--- src/cfsr_cfg.svh ---
// Offsets, field positions, reset values and timing of the fault/status bank
`ifndef CFSR_CFG_SVH
`define CFSR_CFG_SVH

// Register offsets on the internal register port
`define CFSR_OFS_LLOAD 16'h001C
`define CFSR_OFS_CTRL 16'h001D
`define CFSR_OFS_FEVT 16'h0022
`define CFSR_OFS_SEVT 16'h0023
`define CFSR_OFS_FLIVE 16'h0024
`define CFSR_OFS_SLIVE 16'h0025
`define CFSR_OFS_OPST 16'h0026
`define CFSR_OFS_LOG 16'h0027
`define CFSR_OFS_ADDR 16'h0039

// Light-load control fields
`define CFSR_B_STYLE 3
`define CFSR_B_DITHER 1
// Converter control fields
`define CFSR_B_DRN_EN 1
`define CFSR_B_DRN_VAL 0

// Fault event / live fields
`define CFSR_B_FE_OV 7
`define CFSR_B_FE_UV 6
`define CFSR_B_FE_OT 5
`define CFSR_B_FE_OC 4
`define CFSR_B_FE_CB 3
`define CFSR_B_FL_OC 7
`define CFSR_B_FL_OV 6
`define CFSR_B_FL_UV 5
`define CFSR_B_FL_OT 4
`define CFSR_B_FL_CB 3

// System event / live fields
`define CFSR_B_SE_WD 7
`define CFSR_B_SE_RST 6
`define CFSR_B_SE_TMR 2
`define CFSR_B_SE_FLYCAP 1
`define CFSR_B_SE_PG 0

// Operating state fields
`define CFSR_B_OP_PIN 7
`define CFSR_B_OP_MUL 6
`define CFSR_B_OP_EN 5
`define CFSR_B_OP_SW 4
`define CFSR_B_OP_DIR 3

// Address register fields
`define CFSR_B_TO_EN 7
`define CFSR_ADDR_MSB 6

// Implemented bits of the flag registers
`define CFSR_FEVT_MASK 8'hF8
`define CFSR_SEVT_MASK 8'hC7

// Reset values
`define CFSR_RST_FEVT 8'h00
`define CFSR_RST_SEVT 8'h40
`define CFSR_RST_ADDR 7'h70
`define CFSR_RST_BYTE 8'h00
`define CFSR_PG_ALL_OK 2'h3

// First-event codes
`define CFSR_LOG_NONE 5'h00
`define CFSR_LOG_TMR 5'h01
`define CFSR_LOG_FLYCAP 5'h02
`define CFSR_LOG_OT 5'h03
`define CFSR_LOG_UV 5'h04
`define CFSR_LOG_OV 5'h05
`define CFSR_LOG_OC 5'h06
`define CFSR_LOG_CB 5'h07
`define CFSR_LOG_PG 5'h08
`define CFSR_LOG_WD 5'h14

// Bus-stuck timeout
`define CFSR_CLK_HZ 64'd50000000
`define CFSR_SCL_LOW_MS 64'd35
`define CFSR_SCL_LOW_CYC (`CFSR_SCL_LOW_MS * `CFSR_CLK_HZ / 64'd1000)

`endif

--- src/cfsr_pkg.sv ---
// Types shared by the fault/status register bank
`default_nettype none
package cfsr_pkg;

typedef struct packed {
    logic [15:0] addr;
    logic wr;
    logic rd;
    logic [7:0] wdata;
} cfsr_req_t;

typedef struct packed {
    logic [7:0] rdata;
    logic rvalid;
} cfsr_rsp_t;

typedef struct packed {
    logic ov;
    logic uv;
    logic ot;
    logic oc;
    logic cboot;
    logic wd_to;
    logic timer;
    logic flycap;
} cfsr_faults_t;

typedef struct packed {
    logic pin_is_pg;
    logic multiply_on;
    logic en_resolved;
    logic switching;
    logic bypass;
    logic reverse;
    logic [1:0] pg_ok;
} cfsr_opstate_t;

typedef enum logic [2:0] {
    CFSR_SW_IDLE = 3'b001,
    CFSR_SW_COUNT = 3'b010,
    CFSR_SW_FIRED = 3'b100
} cfsr_sw_state_t;

typedef struct packed {
    logic style;
    logic dither;
    logic drn_en;
    logic drn_val;
    logic drain_out;
    logic [7:0] fevt;
    logic [7:0] sevt;
    logic to_en;
    logic [6:0] addr;
    cfsr_rsp_t rsp;
} cfsr_regs_t;

endpackage
`default_nettype wire

--- src/cfsr_first_log.sv ---
// First-event logger: keeps the code of the earliest fault until reset
`timescale 1ns/1ps
`default_nettype none
`include "cfsr_cfg.svh"
module cfsr_first_log (
    input wire logic sys_clk,
    input wire logic nrst,
    input wire logic [8:0] ev,
    output logic [4:0] code_ff
);
    typedef struct packed {
        logic [4:0] code;
    } cfsr_log_st_t;

    cfsr_log_st_t q_ff;
    cfsr_log_st_t nxt_q;

    // Bit order of ev: timer, flycap, ot, uv, ov, oc, cboot, pg, watchdog
    function automatic logic [4:0] code_of(input int unsigned idx);
        case (idx)
            0: code_of = `CFSR_LOG_TMR;
            1: code_of = `CFSR_LOG_FLYCAP;
            2: code_of = `CFSR_LOG_OT;
            3: code_of = `CFSR_LOG_UV;
            4: code_of = `CFSR_LOG_OV;
            5: code_of = `CFSR_LOG_OC;
            6: code_of = `CFSR_LOG_CB;
            7: code_of = `CFSR_LOG_PG;
            default: code_of = `CFSR_LOG_WD;
        endcase
    endfunction

    always_comb begin
        nxt_q = q_ff;
        // Only the first capture sticks; simultaneous events take lowest code
        if (q_ff.code == `CFSR_LOG_NONE) begin
            for (int i = 8; i >= 0; i--) begin
                if (ev[i]) begin
                    nxt_q.code = code_of(i);
                end
            end
        end
    end

    always_ff @(posedge sys_clk or negedge nrst) begin
        if (!nrst) begin
            q_ff <= '{code: `CFSR_LOG_NONE};
        end else begin
            q_ff <= nxt_q;
        end
    end

    assign code_ff = q_ff.code;
endmodule // cfsr_first_log
`default_nettype wire

--- src/cfsr_regs.sv ---
// Converter fault, status and configuration register bank
`timescale 1ns/1ps
`default_nettype none
`include "cfsr_cfg.svh"
// Behaviour
// Style bit: 0 pulse extend, 1 skip
// Bit 1 enables light-load dither
// Bit 1 enables drain override, reset off
// Override on: bit 0 forces drain level
// Flags sticky; writing one clears them
// Overvolt, undervolt, overtemp, overcurrent flags latched
// Bootstrap low sets event bit 3
// Watchdog expiry sets system bit 7
// Any reset sets system bit 6
// Timer bit 2, flycap short bit 1
// Power-good loss only while switching/bypass
// Live fault status bits 7..3
// Live watchdog bit 7, timer bit 2
// Bit 0: active and comparator deasserted
// Bit 7 shows shared pin function
// Bit 6 shows multiply active
// Bit 5 shows resolved enable
// Bit 4: switching 1, bypass 0
// Bit 3: forward 0, reverse 1
// Logger records first event code
// Logger keeps first code until reset
// Clock low too long resets interface
// Seven-bit target address, default 70h
// Host writes address last before programming
module cfsr_regs #(
    parameter int unsigned SCL_LOW_CYC = int'(`CFSR_SCL_LOW_CYC)
) (
    input wire logic sys_clk,
    input wire logic nrst,
    input wire cfsr_pkg::cfsr_req_t reg_req,
    output cfsr_pkg::cfsr_rsp_t reg_rsp,
    input wire cfsr_pkg::cfsr_faults_t faults,
    input wire cfsr_pkg::cfsr_opstate_t opstate,
    input wire logic host_reset_evt,
    input wire logic auto_drain,
    input wire logic scl_in,
    output logic light_load_style_sel,
    output logic light_load_dither_on,
    output logic low_side_drain,
    output logic [6:0] target_addr,
    output logic i2c_if_reset
);
    cfsr_pkg::cfsr_regs_t q_ff;
    cfsr_pkg::cfsr_regs_t nxt_q;
    logic [4:0] log_code;
    logic power_good_loss_live;
    logic [8:0] log_ev;
    logic [7:0] fault_set;
    logic [7:0] sys_set;
    logic [7:0] live_fault;
    logic [7:0] live_sys;
    logic [7:0] op_view;

    function automatic logic hit(input cfsr_pkg::cfsr_req_t r,
                                 input logic [15:0] ofs);
        hit = r.addr == ofs;
    endfunction

    // Set beats clear so an event landing with the clear is kept
    function automatic logic [7:0] w1c_upd(input logic [7:0] cur,
                                           input logic [7:0] set,
                                           input logic [7:0] clr,
                                           input logic [7:0] mask);
        w1c_upd = ((cur & ~clr) | set) & mask;
    endfunction

    // Detection window of the power-good loss
    assign power_good_loss_live = (opstate.switching | opstate.bypass)
        & (opstate.pg_ok != `CFSR_PG_ALL_OK);

    always_comb begin
        fault_set = 8'h00;
        fault_set[`CFSR_B_FE_OV] = faults.ov;
        fault_set[`CFSR_B_FE_UV] = faults.uv;
        fault_set[`CFSR_B_FE_OT] = faults.ot;
        fault_set[`CFSR_B_FE_OC] = faults.oc;
        fault_set[`CFSR_B_FE_CB] = faults.cboot;
        sys_set = 8'h00;
        sys_set[`CFSR_B_SE_WD] = faults.wd_to;
        sys_set[`CFSR_B_SE_RST] = host_reset_evt;
        sys_set[`CFSR_B_SE_TMR] = faults.timer;
        sys_set[`CFSR_B_SE_FLYCAP] = faults.flycap;
        sys_set[`CFSR_B_SE_PG] = power_good_loss_live;
    end

    always_comb begin
        live_fault = 8'h00;
        live_fault[`CFSR_B_FL_OC] = faults.oc;
        live_fault[`CFSR_B_FL_OV] = faults.ov;
        live_fault[`CFSR_B_FL_UV] = faults.uv;
        live_fault[`CFSR_B_FL_OT] = faults.ot;
        live_fault[`CFSR_B_FL_CB] = faults.cboot;
        live_sys = 8'h00;
        live_sys[`CFSR_B_SE_WD] = faults.wd_to;
        live_sys[`CFSR_B_SE_TMR] = faults.timer;
        live_sys[`CFSR_B_SE_PG] = power_good_loss_live;
        op_view = 8'h00;
        op_view[`CFSR_B_OP_PIN] = opstate.pin_is_pg;
        op_view[`CFSR_B_OP_MUL] = opstate.multiply_on;
        op_view[`CFSR_B_OP_EN] = opstate.en_resolved;
        // Bypass reads 0 even if both inputs glitch high together
        op_view[`CFSR_B_OP_SW] = opstate.switching & ~opstate.bypass;
        op_view[`CFSR_B_OP_DIR] = opstate.reverse;
    end

    // Logger inputs in code order; watchdog last
    assign log_ev = {faults.wd_to, power_good_loss_live, faults.cboot,
                     faults.oc, faults.ov, faults.uv, faults.ot,
                     faults.flycap, faults.timer};

    always_comb begin
        logic wr_f;
        logic wr_s;
        wr_f = 1'b0;
        wr_s = 1'b0;
        nxt_q = q_ff;
        wr_f = reg_req.wr && hit(reg_req, `CFSR_OFS_FEVT);
        wr_s = reg_req.wr && hit(reg_req, `CFSR_OFS_SEVT);
        nxt_q.fevt = w1c_upd(q_ff.fevt, fault_set,
                             wr_f ? reg_req.wdata : 8'h00,
                             `CFSR_FEVT_MASK);
        nxt_q.sevt = w1c_upd(q_ff.sevt, sys_set,
                             wr_s ? reg_req.wdata : 8'h00,
                             `CFSR_SEVT_MASK);

        if (reg_req.wr && hit(reg_req, `CFSR_OFS_LLOAD)) begin
            nxt_q.style = reg_req.wdata[`CFSR_B_STYLE];
            nxt_q.dither = reg_req.wdata[`CFSR_B_DITHER];
        end
        if (reg_req.wr && hit(reg_req, `CFSR_OFS_CTRL)) begin
            nxt_q.drn_en = reg_req.wdata[`CFSR_B_DRN_EN];
            nxt_q.drn_val = reg_req.wdata[`CFSR_B_DRN_VAL];
        end
        // Address change takes effect for the next transfer
        if (reg_req.wr && hit(reg_req, `CFSR_OFS_ADDR)) begin
            nxt_q.to_en = reg_req.wdata[`CFSR_B_TO_EN];
            nxt_q.addr = reg_req.wdata[`CFSR_ADDR_MSB:0];
        end

        // Automatic discharge passes through unless overridden
        nxt_q.drain_out = q_ff.drn_en ? q_ff.drn_val : auto_drain;

        nxt_q.rsp.rvalid = reg_req.rd;
        nxt_q.rsp.rdata = `CFSR_RST_BYTE;
        if (reg_req.rd) begin
            case (reg_req.addr)
                `CFSR_OFS_LLOAD: begin
                    nxt_q.rsp.rdata[`CFSR_B_STYLE] = q_ff.style;
                    nxt_q.rsp.rdata[`CFSR_B_DITHER] = q_ff.dither;
                end
                `CFSR_OFS_CTRL: begin
                    nxt_q.rsp.rdata[`CFSR_B_DRN_EN] = q_ff.drn_en;
                    nxt_q.rsp.rdata[`CFSR_B_DRN_VAL] = q_ff.drn_val;
                end
                `CFSR_OFS_FEVT: nxt_q.rsp.rdata = q_ff.fevt;
                `CFSR_OFS_SEVT: nxt_q.rsp.rdata = q_ff.sevt;
                `CFSR_OFS_FLIVE: nxt_q.rsp.rdata = live_fault;
                `CFSR_OFS_SLIVE: nxt_q.rsp.rdata = live_sys;
                `CFSR_OFS_OPST: nxt_q.rsp.rdata = op_view;
                // Watchdog code needs a fifth bit; upper bits stay zero
                `CFSR_OFS_LOG: nxt_q.rsp.rdata = {3'h0, log_code};
                `CFSR_OFS_ADDR: begin
                    nxt_q.rsp.rdata = {q_ff.to_en, q_ff.addr};
                end
                default: nxt_q.rsp.rdata = `CFSR_RST_BYTE;
            endcase
        end
    end

    // Reset-seen flag comes up set, so a power-on is reported too
    always_ff @(posedge sys_clk or negedge nrst) begin
        if (!nrst) begin
            q_ff <= '{style: 1'b0, dither: 1'b0, drn_en: 1'b0,
                      drn_val: 1'b0, drain_out: 1'b0,
                      fevt: `CFSR_RST_FEVT, sevt: `CFSR_RST_SEVT,
                      to_en: 1'b0, addr: `CFSR_RST_ADDR,
                      rsp: '{rdata: `CFSR_RST_BYTE, rvalid: 1'b0}};
        end else begin
            q_ff <= nxt_q;
        end
    end

    cfsr_first_log u_first_log (
        .sys_clk(sys_clk),
        .nrst(nrst),
        .ev(log_ev),
        .code_ff(log_code)
    );

    cfsr_scl_watch #(
        .LIMIT(SCL_LOW_CYC)
    ) u_scl_watch (
        .sys_clk(sys_clk),
        .nrst(nrst),
        .enable(q_ff.to_en),
        .scl_in(scl_in),
        .fire_ff(i2c_if_reset)
    );

    assign reg_rsp = q_ff.rsp;
    assign light_load_style_sel = q_ff.style;
    assign light_load_dither_on = q_ff.dither;
    assign low_side_drain = q_ff.drain_out;
    assign target_addr = q_ff.addr;

    logic wr_ov_clr;
    assign wr_ov_clr = reg_req.wr && hit(reg_req, `CFSR_OFS_FEVT)
        && reg_req.wdata[`CFSR_B_FE_OV];
endmodule // cfsr_regs
`default_nettype wire

--- src/cfsr_scl_watch.sv ---
// Clock-line stuck-low watchdog for the serial interface
`timescale 1ns/1ps
`default_nettype none
module cfsr_scl_watch #(
    parameter int unsigned LIMIT = 1750000,
    parameter int unsigned CW = $clog2(LIMIT + 1)
) (
    input wire logic sys_clk,
    input wire logic nrst,
    input wire logic enable,
    input wire logic scl_in,
    output logic fire_ff
);
    localparam logic [CW-1:0] LIM = CW'(LIMIT);

    typedef struct packed {
        cfsr_pkg::cfsr_sw_state_t st;
        logic [CW-1:0] cnt;
        logic fire;
    } cfsr_sw_st_t;

    cfsr_sw_st_t q_ff;
    cfsr_sw_st_t nxt_q;

    always_comb begin
        nxt_q = q_ff;
        nxt_q.fire = 1'b0;
        if (!enable || scl_in) begin
            nxt_q.st = cfsr_pkg::CFSR_SW_IDLE;
            nxt_q.cnt = '0;
        end else begin
            unique case (q_ff.st)
                cfsr_pkg::CFSR_SW_IDLE: begin
                    nxt_q.st = cfsr_pkg::CFSR_SW_COUNT;
                    nxt_q.cnt = {{(CW-1){1'b0}}, 1'b1};
                end
                cfsr_pkg::CFSR_SW_COUNT: begin
                    // Low strictly longer than the limit before firing
                    if (q_ff.cnt == LIM) begin
                        nxt_q.fire = 1'b1;
                        nxt_q.st = cfsr_pkg::CFSR_SW_FIRED;
                    end else begin
                        nxt_q.cnt = q_ff.cnt + 1'b1;
                    end
                end
                cfsr_pkg::CFSR_SW_FIRED: begin
                    nxt_q.st = cfsr_pkg::CFSR_SW_FIRED;
                end
            endcase
        end
    end

    always_ff @(posedge sys_clk or negedge nrst) begin
        if (!nrst) begin
            q_ff <= '{st: cfsr_pkg::CFSR_SW_IDLE, cnt: '0, fire: 1'b0};
        end else begin
            q_ff <= nxt_q;
        end
    end

    assign fire_ff = q_ff.fire;
endmodule // cfsr_scl_watch
`default_nettype wire
--- config.mk ---
export PLATFORM = sky130hd
export DESIGN_NAME = cfsr_regs
export DESIGN_NICKNAME = d
export VERILOG_FILES = /design/src/cfsr_pkg.sv /design/src/cfsr_first_log.sv /design/src/cfsr_regs.sv /design/src/cfsr_scl_watch.sv
export VERILOG_INCLUDE_DIRS = /design/src
export SDC_FILE = /design/constraint.sdc
export NUM_CORES = 1
export LEC_CHECK = 0
export BUFFER_PORTS_ARGS = -buffer_cell sky130_fd_sc_hd__buf_2
export CAP_MARGIN = 20
export CORE_UTILIZATION = 50
export CTS_BUF_LIST = sky130_fd_sc_hd__clkbuf_8
export CTS_CLUSTER_DIAMETER = 200
export DETAILED_ROUTE_END_ITERATION = 8
export GPL_TIMING_DRIVEN = 0
export PLACE_DENSITY_LB_ADDON = 0.08
export SYNTH_ARGS = -nofsm -noshare
export SYNTH_HDL_FRONTEND = slang
export SYNTH_SLANG_ARGS = --single-unit
--- constraint.sdc ---
create_clock -name sys_clk -period 5.3 [get_ports sys_clk]
set_input_delay 1.06 -clock sys_clk [delete_from_list [all_inputs] [get_ports sys_clk]]
set_output_delay 1.06 -clock sys_clk [all_outputs]
set_load 0.05 [all_outputs]
# Yosys cells after proc, flatten, opt, wreduce, memory -nomap -nowiden
# Index checks and enable logic that the tools add are counted.
totals:
  reg_bits: 62
  wordCells: 80
classes:
  n_addsub: 1
  eq_ne: 16
  n_mux: 26
  n_bitwise: 10
  n_reduce_logical: 12
ops:
  columns: ["operator", "n"]
  rows:
  - ["equality test 16 x 6 -> 1 bit, second input constant", 7]
  - ["2-to-1 mux 5 bit", 9]
  - ["one-hot mux 21 bit (2 select lines)", 1]
  - ["equality test 16 x 5 -> 1 bit, second input constant", 2]
  - ["one-hot mux 4 bit (7 select lines)", 1]
  - ["2-to-1 mux 24 bit", 1]
  - ["2-to-1 mux 8 bit", 3]
  - ["adder 21 x 1 -> 21 bit, second input constant", 1]
  - ["equality test 21 bit, second input constant", 1]
  - ["2-to-1 mux 21 bit", 1]
  - ["AND 8 bit", 2]
  - ["NOT 8 bit", 2]
  - ["OR 8 bit", 2]
  - ["one-hot mux 1 bit (5 select lines)", 2]
  - ["one-hot mux 3 bit (3 select lines)", 1]
  - ["nonzero test 9 bit", 1]
  - ["one-hot mux 1 bit (6 select lines)", 1]
  - ["logical AND 1 bit", 5]
  - ["logical NOT 5 bit", 1]
  - ["2-to-1 mux 1 bit", 4]
  - ["one-hot mux 1 bit (4 select lines)", 1]
  - ["AND reduction 2 bit", 2]
  - ["equality test 3 x 1 -> 1 bit, second input constant", 1]
  - ["equality test 3 x 2 -> 1 bit, second input constant", 1]
  - ["other kinds (11)", 12]

# Logic depth before layout (Yosys ltp)
# Gate-level depths: netlist of the first run.
logic_depth:
  depth_word: 10
  mapped_depth: 9
  mapped_depth_nobuf: 7

# By module
# A second synthesis of the first run with hierarchy kept.
hier_totals:
  cells_unflattened: 358
  area_unflattened_um2: 3490.8
by_module_without_submodules:
  columns: ["mod", "instances", "cells_per_inst", "area_per_inst_um2"]
  rows:
  - ["cfsr_regs", 1, 169, 1795.5]
  - ["cfsr_scl_watch", 1, 163, 1406.3]
  - ["cfsr_first_log", 1, 26, 289.0]

# Worst setup path after synthesis of the first run
# Ideal clock, no wire load.
synth_timing:
  path_kind: "input to register"
  from: "input scl_in"
  to: "register u_scl_watch.q_ff[17] in the netlist's numbering"
  setup_ns: 0.082
  arrival_ns: 2.277
  required_ns: 5.218
  slack_ns: 2.941
  cell_stages: 8
  cell_sequence: "nand2b_1 -> buf_6 -> or3_1 -> buf_6 -> a21oi_4 -> buf_6 -> a41oi_1 -> a31oi_1"
synth_between:
  elab_chain_cells: 3
  elab_cells_between_ends: 5
synth_rtl:
  columns: ["element", "line", "source"]
  rows:
  - ["start: declaration", "cfsr_regs.sv:41", "input wire logic scl_in,"]
  - ["logical OR 1 bit (*)", "cfsr_scl_watch.sv:28", "if (!enable || scl_in) begin"]
  - ["inequality test 3 x 2 -> 1 bit (no source line) / nonzero test 3 bit (equally long branches)", null, null]
  - ["AND reduction 2 bit (no source line)", null, null]
  - ["end signal: assignment", "cfsr_scl_watch.sv:55", "q_ff <= '{st: cfsr_pkg::CFSR_SW_IDLE, cnt: '0, fire: 1'b0};"]
  - ["end signal: assignment", "cfsr_scl_watch.sv:57", "q_ff <= nxt_q;"]
  - ["end: declaration", "cfsr_scl_watch.sv:22", "cfsr_sw_st_t q_ff;"]
# Mark *: on every way between the ends. The rest lies on a longest branch, timed or not.
# A chain may end at the register's enable or synchronous reset.

# Worst setup path after layout of the first run
layout_timing:
  from: "input reg_req[17] in the netlist's numbering"
  to: "register q_ff, in the netlist target_addr[0]"
layout_between:
  elab_chain_cells: 2
layout_rtl:
  columns: ["element", "line", "source"]
  rows:
  - ["start: declaration", "cfsr_regs.sv:35", "input wire cfsr_pkg::cfsr_req_t reg_req,"]
  - ["equality test 16 x 6 -> 1 bit", "cfsr_regs.sv:61", "hit = r.addr == ofs;"]
  - ["logical AND 1 bit", "cfsr_regs.sv:140", "if (reg_req.wr && hit(reg_req, `CFSR_OFS_ADDR)) begin"]
  - ["end signal: assignment", "cfsr_regs.sv:178", "q_ff <= '{style: 1'b0, dither: 1'b0, drn_en: 1'b0,"]
  - ["end signal: assignment", "cfsr_regs.sv:184", "q_ff <= nxt_q;"]
  - ["end: declaration", "cfsr_regs.sv:48", "cfsr_pkg::cfsr_regs_t q_ff;"]
# Every way passes these cells.

==> impl_results.md, run 1 <==
* Fraction of the yosys area taken by sequential cells at between 40% and 50%
* Final worst slack at around 2.9 ns
* Die Ht at about 87 µm
* RSZ-0062 raised after global routing: no
* Leakage at roughly 1.9 nW
* Peak VDD IR at between 200 and 250 µV
* Worst setup EP type: flip-flop
* Hold_buf cts at 0
* Total negative slack at 0 ns
* Layout area overhead at 18.70%
* Core outline area at between 6000 and 7000 µm²
* Vias/cell at about 5.8
* CP Max Fanout at 8
* Vias at between 3000 and 4000
* CTS tree: done
* Tot GR Track Use at between 20% and 30%
* H-tree depth at 3
* Max cap viols at 0
* Starting Density at between 50% and 60%
* Final Hold Fails at 0
* Setup crit start kind: input pin
* # rows at 30
* Largest area contributor in the netlist: dfrtp_1
* Maximum clock path buffer count at 2
* Final worst-path cycle share at between 40% and 50%
* Skew final at 0.01331 ns
* Pint at between 800 and 900 µW
* GPL Wtd Cong at approximately 0.86
* Slew @ Worst Pin at 0.7802 ns
* Ant diodes at 0
* Post_cts resized at 0
* Pin count of the biggest net entering global routing at 63
* Synth top area share at roughly two fifths
* Grt ovf at 0
* Yosys Warn Count at 0
* Pre-CTS setup slack at ~2.5 ns
* Clock transition at path regs at roughly 0.070 ns
* Fmax at 0.4121 GHz
* Sink Count at between 60 and 70
* Root Buffer: clkbuf_8
* Die area at 7571 µm²
* Clock Latency Late Sink at between 0.3 and 0.4 ns
* Crit path time final at 2.427 ns
* Number of global-route vias before repair at 2988
* First-pass GRT wire length at ~15000 µm
* Seq cells post-synth at 62
* Critical path arrival at roughly 2.7 ns
* Post-Syn Instances at approximately 360
* # fillers at approximately 610
* # setup viols final at 0
* WS Path Type: in2reg
* Hold Crit Class: reg2reg
* Multi-input gate area at ~1800 µm²
* Final WL at 8973 µm
* Max-slew headroom at 47.99%
* Main synth FF type: dfrtp_1
* Post-synthesis async set-or-reset flop share at 100.0%
* IO Port Bufs at 64
* Top Ports at 67
* Number of setup buffers added after CTS at 0
* Mapped Area at ~3600 µm²
* Register area at 1558 µm²
* Post-route ant nets at 0
* Layout cells sized above 1 at about a third
* Syn nets at between 400 and 500
* Pins Over Slew Limit at 0
* Logic gate share of total power at ~7.1%
* Num CTS Buffers at 9
* Switching part of the total at about a quarter
* Yosys cell types at 67
* Syn Area/Cell at between 9 and 10 µm²
* Number of synthesized flops with an enable pin at 0
* Drc violations at 0
* Worst EP required at around 5.5 ns
* Clock share of power at a little under half
* Sequential share of power at a little under half
* Final HPWL DP at roughly 6400 µm
* Status: complete, no violations
* Routed len/inst at between 15 and 20 µm
* PwrDens at about 240 nW/µm²
* Ranking of synthesized cells by area: dfrtp_1 (39%), buf_4 (4.4%), dfstp_2 (3.6%)
* Initial antenna violation count at 0
* Final-stage net count at a little under 500
* Die width at 87.01 µm
* Initial DRT Pass Iterations at 5
* DRT iter0 DRCs at approximately 340
* Sw power at 247.6 µW
## final timing paths
kind                                     start                    to  slack [ns]  cells after the start
min                                   q_ff[28]              q_ff[28]        0.48                      1
max                                reg_req[17]        target_addr[0]        2.87                      6
max reg2reg                u_scl_watch.q_ff[1]  u_scl_watch.q_ff[17]        3.12                      7
max in group asynchronous                 nrst              q_ff[35]        3.98                      1
min in group asynchronous                 nrst            reg_rsp[2]        0.78                      1
min reg2reg                           q_ff[28]              q_ff[28]        0.48                      1
## routing by layer
layer	wire, µm	part of all wire, %	global-route usage, %	up-vias
met2	3819	43	37.37	130
met1	4405	49	39.51	1481
met4	79	0.88	7.576	0
met5	0	0	0	-
li1	-	-	-	1492
met3	669	7.5	6.635	7
## layout by cell type (no fill, tap or decap), drive strengths merged, types with 12 or more instances in the layout
| cell | n |
|---|---|
| a21o | 12 |
| a21oi | 13 |
| buf | 93 |
| clkbuf | 13 |
| dfrtp | 57 |
| mux2 | 17 |
| nand2 | 36 |
| nand3 | 15 |
| nor2 | 23 |
| o21ai | 18 |
## synthesized netlist by cell type (all sizes together) (2+ instances only)
cell type	n
dfrtp	57
nand2	36
buf	29
nor2	23
o21ai	18
mux2	17
nand3	15
a21oi	13
a21o	12
a31oi	11
nand4	11
inv	9
nor4	9
and3	8
nor3	7
o31ai	7
and4	5
dfstp	5
a222oi	4
and2	4
nand2b	4
nor2b	4
a211oi	3
a21boi	3
a22oi	3
a41oi	3
mux2i	3
nand3b	3
nor4b	3
nor4bb	3
a2bb2oi	2
a31o	2
and4b	2
clkbuf	2
ha	2
o21bai	2
or3b	2
xor2	2
## registers in the layout, indices dropped and copies added, names as in the netlist, 5 cells and up
register / count
reg_rsp: 9
target_addr: 7
q_ff: 13
u_first_log.code_ff: 5
u_scl_watch.q_ff: 24
## cell families (layout without fill, tap and decap cells)
group                      count (synthesis)  count (layout)  synth area share [%]
adders and majority gates                  2               2                0.6924
buffers and inverters                     40             120                 7.167
AOI/OAI and AO/OA                         92              92                 17.66
xor gates and xnor gates                   2               2                0.4849
DFF                                       62              62                 43.11
and+or+nand+nor                          145             145                 24.76
muxes                                     20              20                 6.129
## stage by stage
step | utilization [%] | area [µm²] | total power [mW] | hold slack [ns] | cells
4_1_cts | 62.44 | 4289 | 1.056 | 0.4816 | 539
5_1_grt | 62.44 | 4289 | 1.087 | 0.4922 | 539
3_3_place_gp | 59.02 | 4054 | 0.5699 | 0.4548 | 523
6_report | 62.44 | 4289 | 1.049 | 0.4782 | 539
2_1_floorplan | - | 3613 | 0.5263 | 0.4452 | 363
3_5_place_dp | 59.05 | 4056 | 0.5712 | 0.4661 | 523
## final cells by class
class | count | area share, %
well taps | 96 | 2.800
clock buffers | 11 | 3.530
inverters | 9 | 0.7876
repair buffers | 64 | 7.526
plain buffers | 31 | 5.251
flip-flops and latches | 62 | 36.32
clock inverters | 5 | 1.896
multi-input cells | 261 | 41.89
## worst max-delay path, cell delays in order
cell	delay [ns]
buf_2	0.11
nor4_4	0.36
nand3_2	0.24
nor2_4	0.27
nand2_2	0.23
mux2_1	0.37
## power by group through the flow
stage | registers (mW) | clock network, mW | logic (mW)
2_1_floorplan | 0.496 | 0 | 0.0299
3_3_place_gp | 0.497 | 0 | 0.0732
3_5_place_dp | 0.497 | 0 | 0.0743
4_1_cts | 0.488 | 0.494 | 0.0744
5_1_grt | 0.489 | 0.516 | 0.0825
6_report | 0.488 | 0.487 | 0.0740
Note: power is estimated with default switching activity, not from simulation.
==> run 2, diff against run 1 <==
==> constraint.sdc (replaced) <==
create_clock -name sys_clk -period 2.1 [get_ports sys_clk]
set_input_delay 0.42 -clock sys_clk [delete_from_list [all_inputs] [get_ports sys_clk]]
set_output_delay 0.42 -clock sys_clk [all_outputs]
set_load 0.05 [all_outputs]
==> impl_results.md, run 2 (synthesis results as in run 1) <==
* Final worst slack at about 0.042 ns
* Layout cells sized above 1 at about a third
* Skew final at between 0.01 and 0.015 ns
* Maximum clock path buffer count at 2
* CP Max Fanout at 10
* DRT iter0 DRCs at 320
* Final Hold Fails at 0
* Worst R2R End: u_scl_watch.q_ff[7]
* # rows at 30
* Pins Over Slew Limit at 0
* Max-slew headroom at between 40% and 50%
* CTS tree: done
* Drc violations at 0
* Final HPWL DP at around 6400 µm
* Routed len/inst at between 15 and 20 µm
* Final worst-path cycle share at a little over nine tenths
* Die Ht at a little under 90 µm
* Crit-path leading delay family: compound AO/OA/AOI/OAI gates
* Pin count of the biggest net entering global routing at 63
* Die width at 87.01 µm
* Most frequent cells in the layout: buf_2 (68), dfrtp_1 (56), nand2_1 (35)
* CP Buf/Inv Count at 3
* Root Buffer: clkbuf_8
* Flop2flop setup slack at between 0.04 and 0.05 ns
* # setup viols final at 0
* Power, Total at about 2.6 mW
* Final-stage net count at between 400 and 500
* Pre-CTS setup slack at -0.02369 ns
* Top Ports at between 60 and 70
* Starting Density at 52.60%
* Worst-path cell with the longest stage delay: dfrtp_1
* GPL Wtd Cong at 0.8605
* WS Path Type: reg2reg
* Hold Slack at roughly 0.14 ns
* PwrDens at between 600 and 700 nW/µm²
* Largest reg by FF count: u_scl_watch.q_ff
* Commonest non-fill, non-tap cell in the layout: buf_2
* Clock transition at path regs at 0.08 ns
* Cell count along the critical path at 9
* Flip-flop count of the largest register after layout at 24
* Layout area overhead at 19.84%
* Sink Count at 62
* Ant diodes at 0
* Vias at 3141
* Final core utilization at a little over three fifths
* CP dominant cell by count: buf_4
* H-tree depth at 3
* Crit path from: u_scl_watch.q_ff[2]
* RSZ-0062 raised after global routing: yes
* Critical path arrival at 2.28 ns
* Die area at roughly 7600 µm²
* Crit-path max cell delay at roughly 0.43 ns
* Peak VDD IR at 530.8 µV
* Post-route ant nets at 0
* Leakage at roughly 1.9 nW
* Crit path to: u_scl_watch.q_ff[7]
* IO Port Bufs at 64
* Fmax at roughly 0.5 GHz
* CP cell instances: inv_1 -> ha_1 -> nor4b_2 -> and4_1 -> buf_4 -> a21bo_2 -> buf_4 -> o21ai_0 -> o31ai_1
* Tot GR Track Use at between 20% and 30%
* Initial antenna violation count at 0
* Max cap viols at 0
* Grt ovf at 0
* R2R cell count at 9
* Status: complete, no violations
* Core outline area at 6869 µm²
* Setup crit start kind: flip-flop
* First-pass GRT wire length at 15150 µm
* RR Startpoint: u_scl_watch.q_ff[2]
* Number of global-route vias before repair at around 3000
* Final WL at ~9100 µm
* Worst EP required at approximately 2.3 ns
* Num CTS Buffers at 9
* Vias/cell at 5.785
* Crit path time final at between 2 and 2.5 ns
* Clock Latency Late Sink at approximately 0.34 ns
* Initial DRT Pass Iterations at 5
* Total negative slack at 0 ns
* Slew @ Worst Pin at a little under 0.8 ns
* Hold Crit Class: in2async
* Worst setup EP type: flip-flop
## run 2: cell count changes in the layout (fill, tap and decap cells not counted)
cell      previous run  this run
a21boi_1             2         1
o21ai_0             15        14
dfrtp_1             57        56
dfrtp_2              0         1
nor4b_2              0         1
o21ai_1              3         4
buf_4               22        26
a21boi_2             0         1
nor4b_1              2         1
## run 2: final cells by class
| type | count | area, µm² |
|---|---|---|
| clock inverter | 5 | 81.33 |
| inverter | 9 | 33.78 |
| buffer | 31 | 225.2 |
| sequential | 62 | 1559 |
| timing repair buffer | 68 | 352.8 |
| fill | 600 | 2539 |
| tap | 96 | 120.1 |
| multi-input combinational | 261 | 1807 |
| clock buffer | 11 | 151.4 |
## run 2: worst reg2reg max path, stage by stage (launching register included)
cell	delay (ns)
dfrtp_1	0.43
inv_1	0.07
ha_1	0.20
nor4b_2	0.16
and4_1	0.21
buf_4	0.16
a21bo_2	0.24
buf_4	0.19
o21ai_0	0.19
o31ai_1	0.09
## run 2: how the worst min path moves through the flow
stage	to	from	slack, ns
2_1_floorplan	light_load_dither_on	nrst	0.12
3_3_place_gp	q_ff[28]	q_ff[28]	0.45
3_5_place_dp	q_ff[28]	q_ff[28]	0.47
4_1_cts	reg_rsp[2]	nrst	0.18
5_1_grt	reg_rsp[2]	nrst	0.21
6_report	reg_rsp[2]	nrst	0.14
## run 2: where the power goes
group / switching (mW) / internal [mW]
sequential: 0.0164 / 1.22
clock: 0.495 / 0.733
combinational: 0.112 / 0.0747
## run 2: metrics by stage
stage,instances,cell area (µm²)
after floorplan,363,3613
after global placement,523,4054
after detailed placement,523,4056
after CTS,539,4294
after global routing,543,4330
final,543,4330
## run 2: routing by layer
| layer | vias up | wire length (µm) | global-route usage, % |
|---|---|---|---|
| met5 | - | 0 | 0 |
| met2 | 126 | 3924 | 37.80 |
| met4 | 0 | 81 | 7.576 |
| met3 | 7 | 638 | 6.635 |
| met1 | 1504 | 4410 | 39.39 |
| li1 | 1504 | - | - |
## run 2: repair_timing
| action | in CTS | in global routing |
|---|---|---|
| hold buffers | 0 | 0 |
| setup endpoints to repair | 8 | 20 |
| setup buffers | 0 | 4 |
| resized for setup | 2 | 2 |
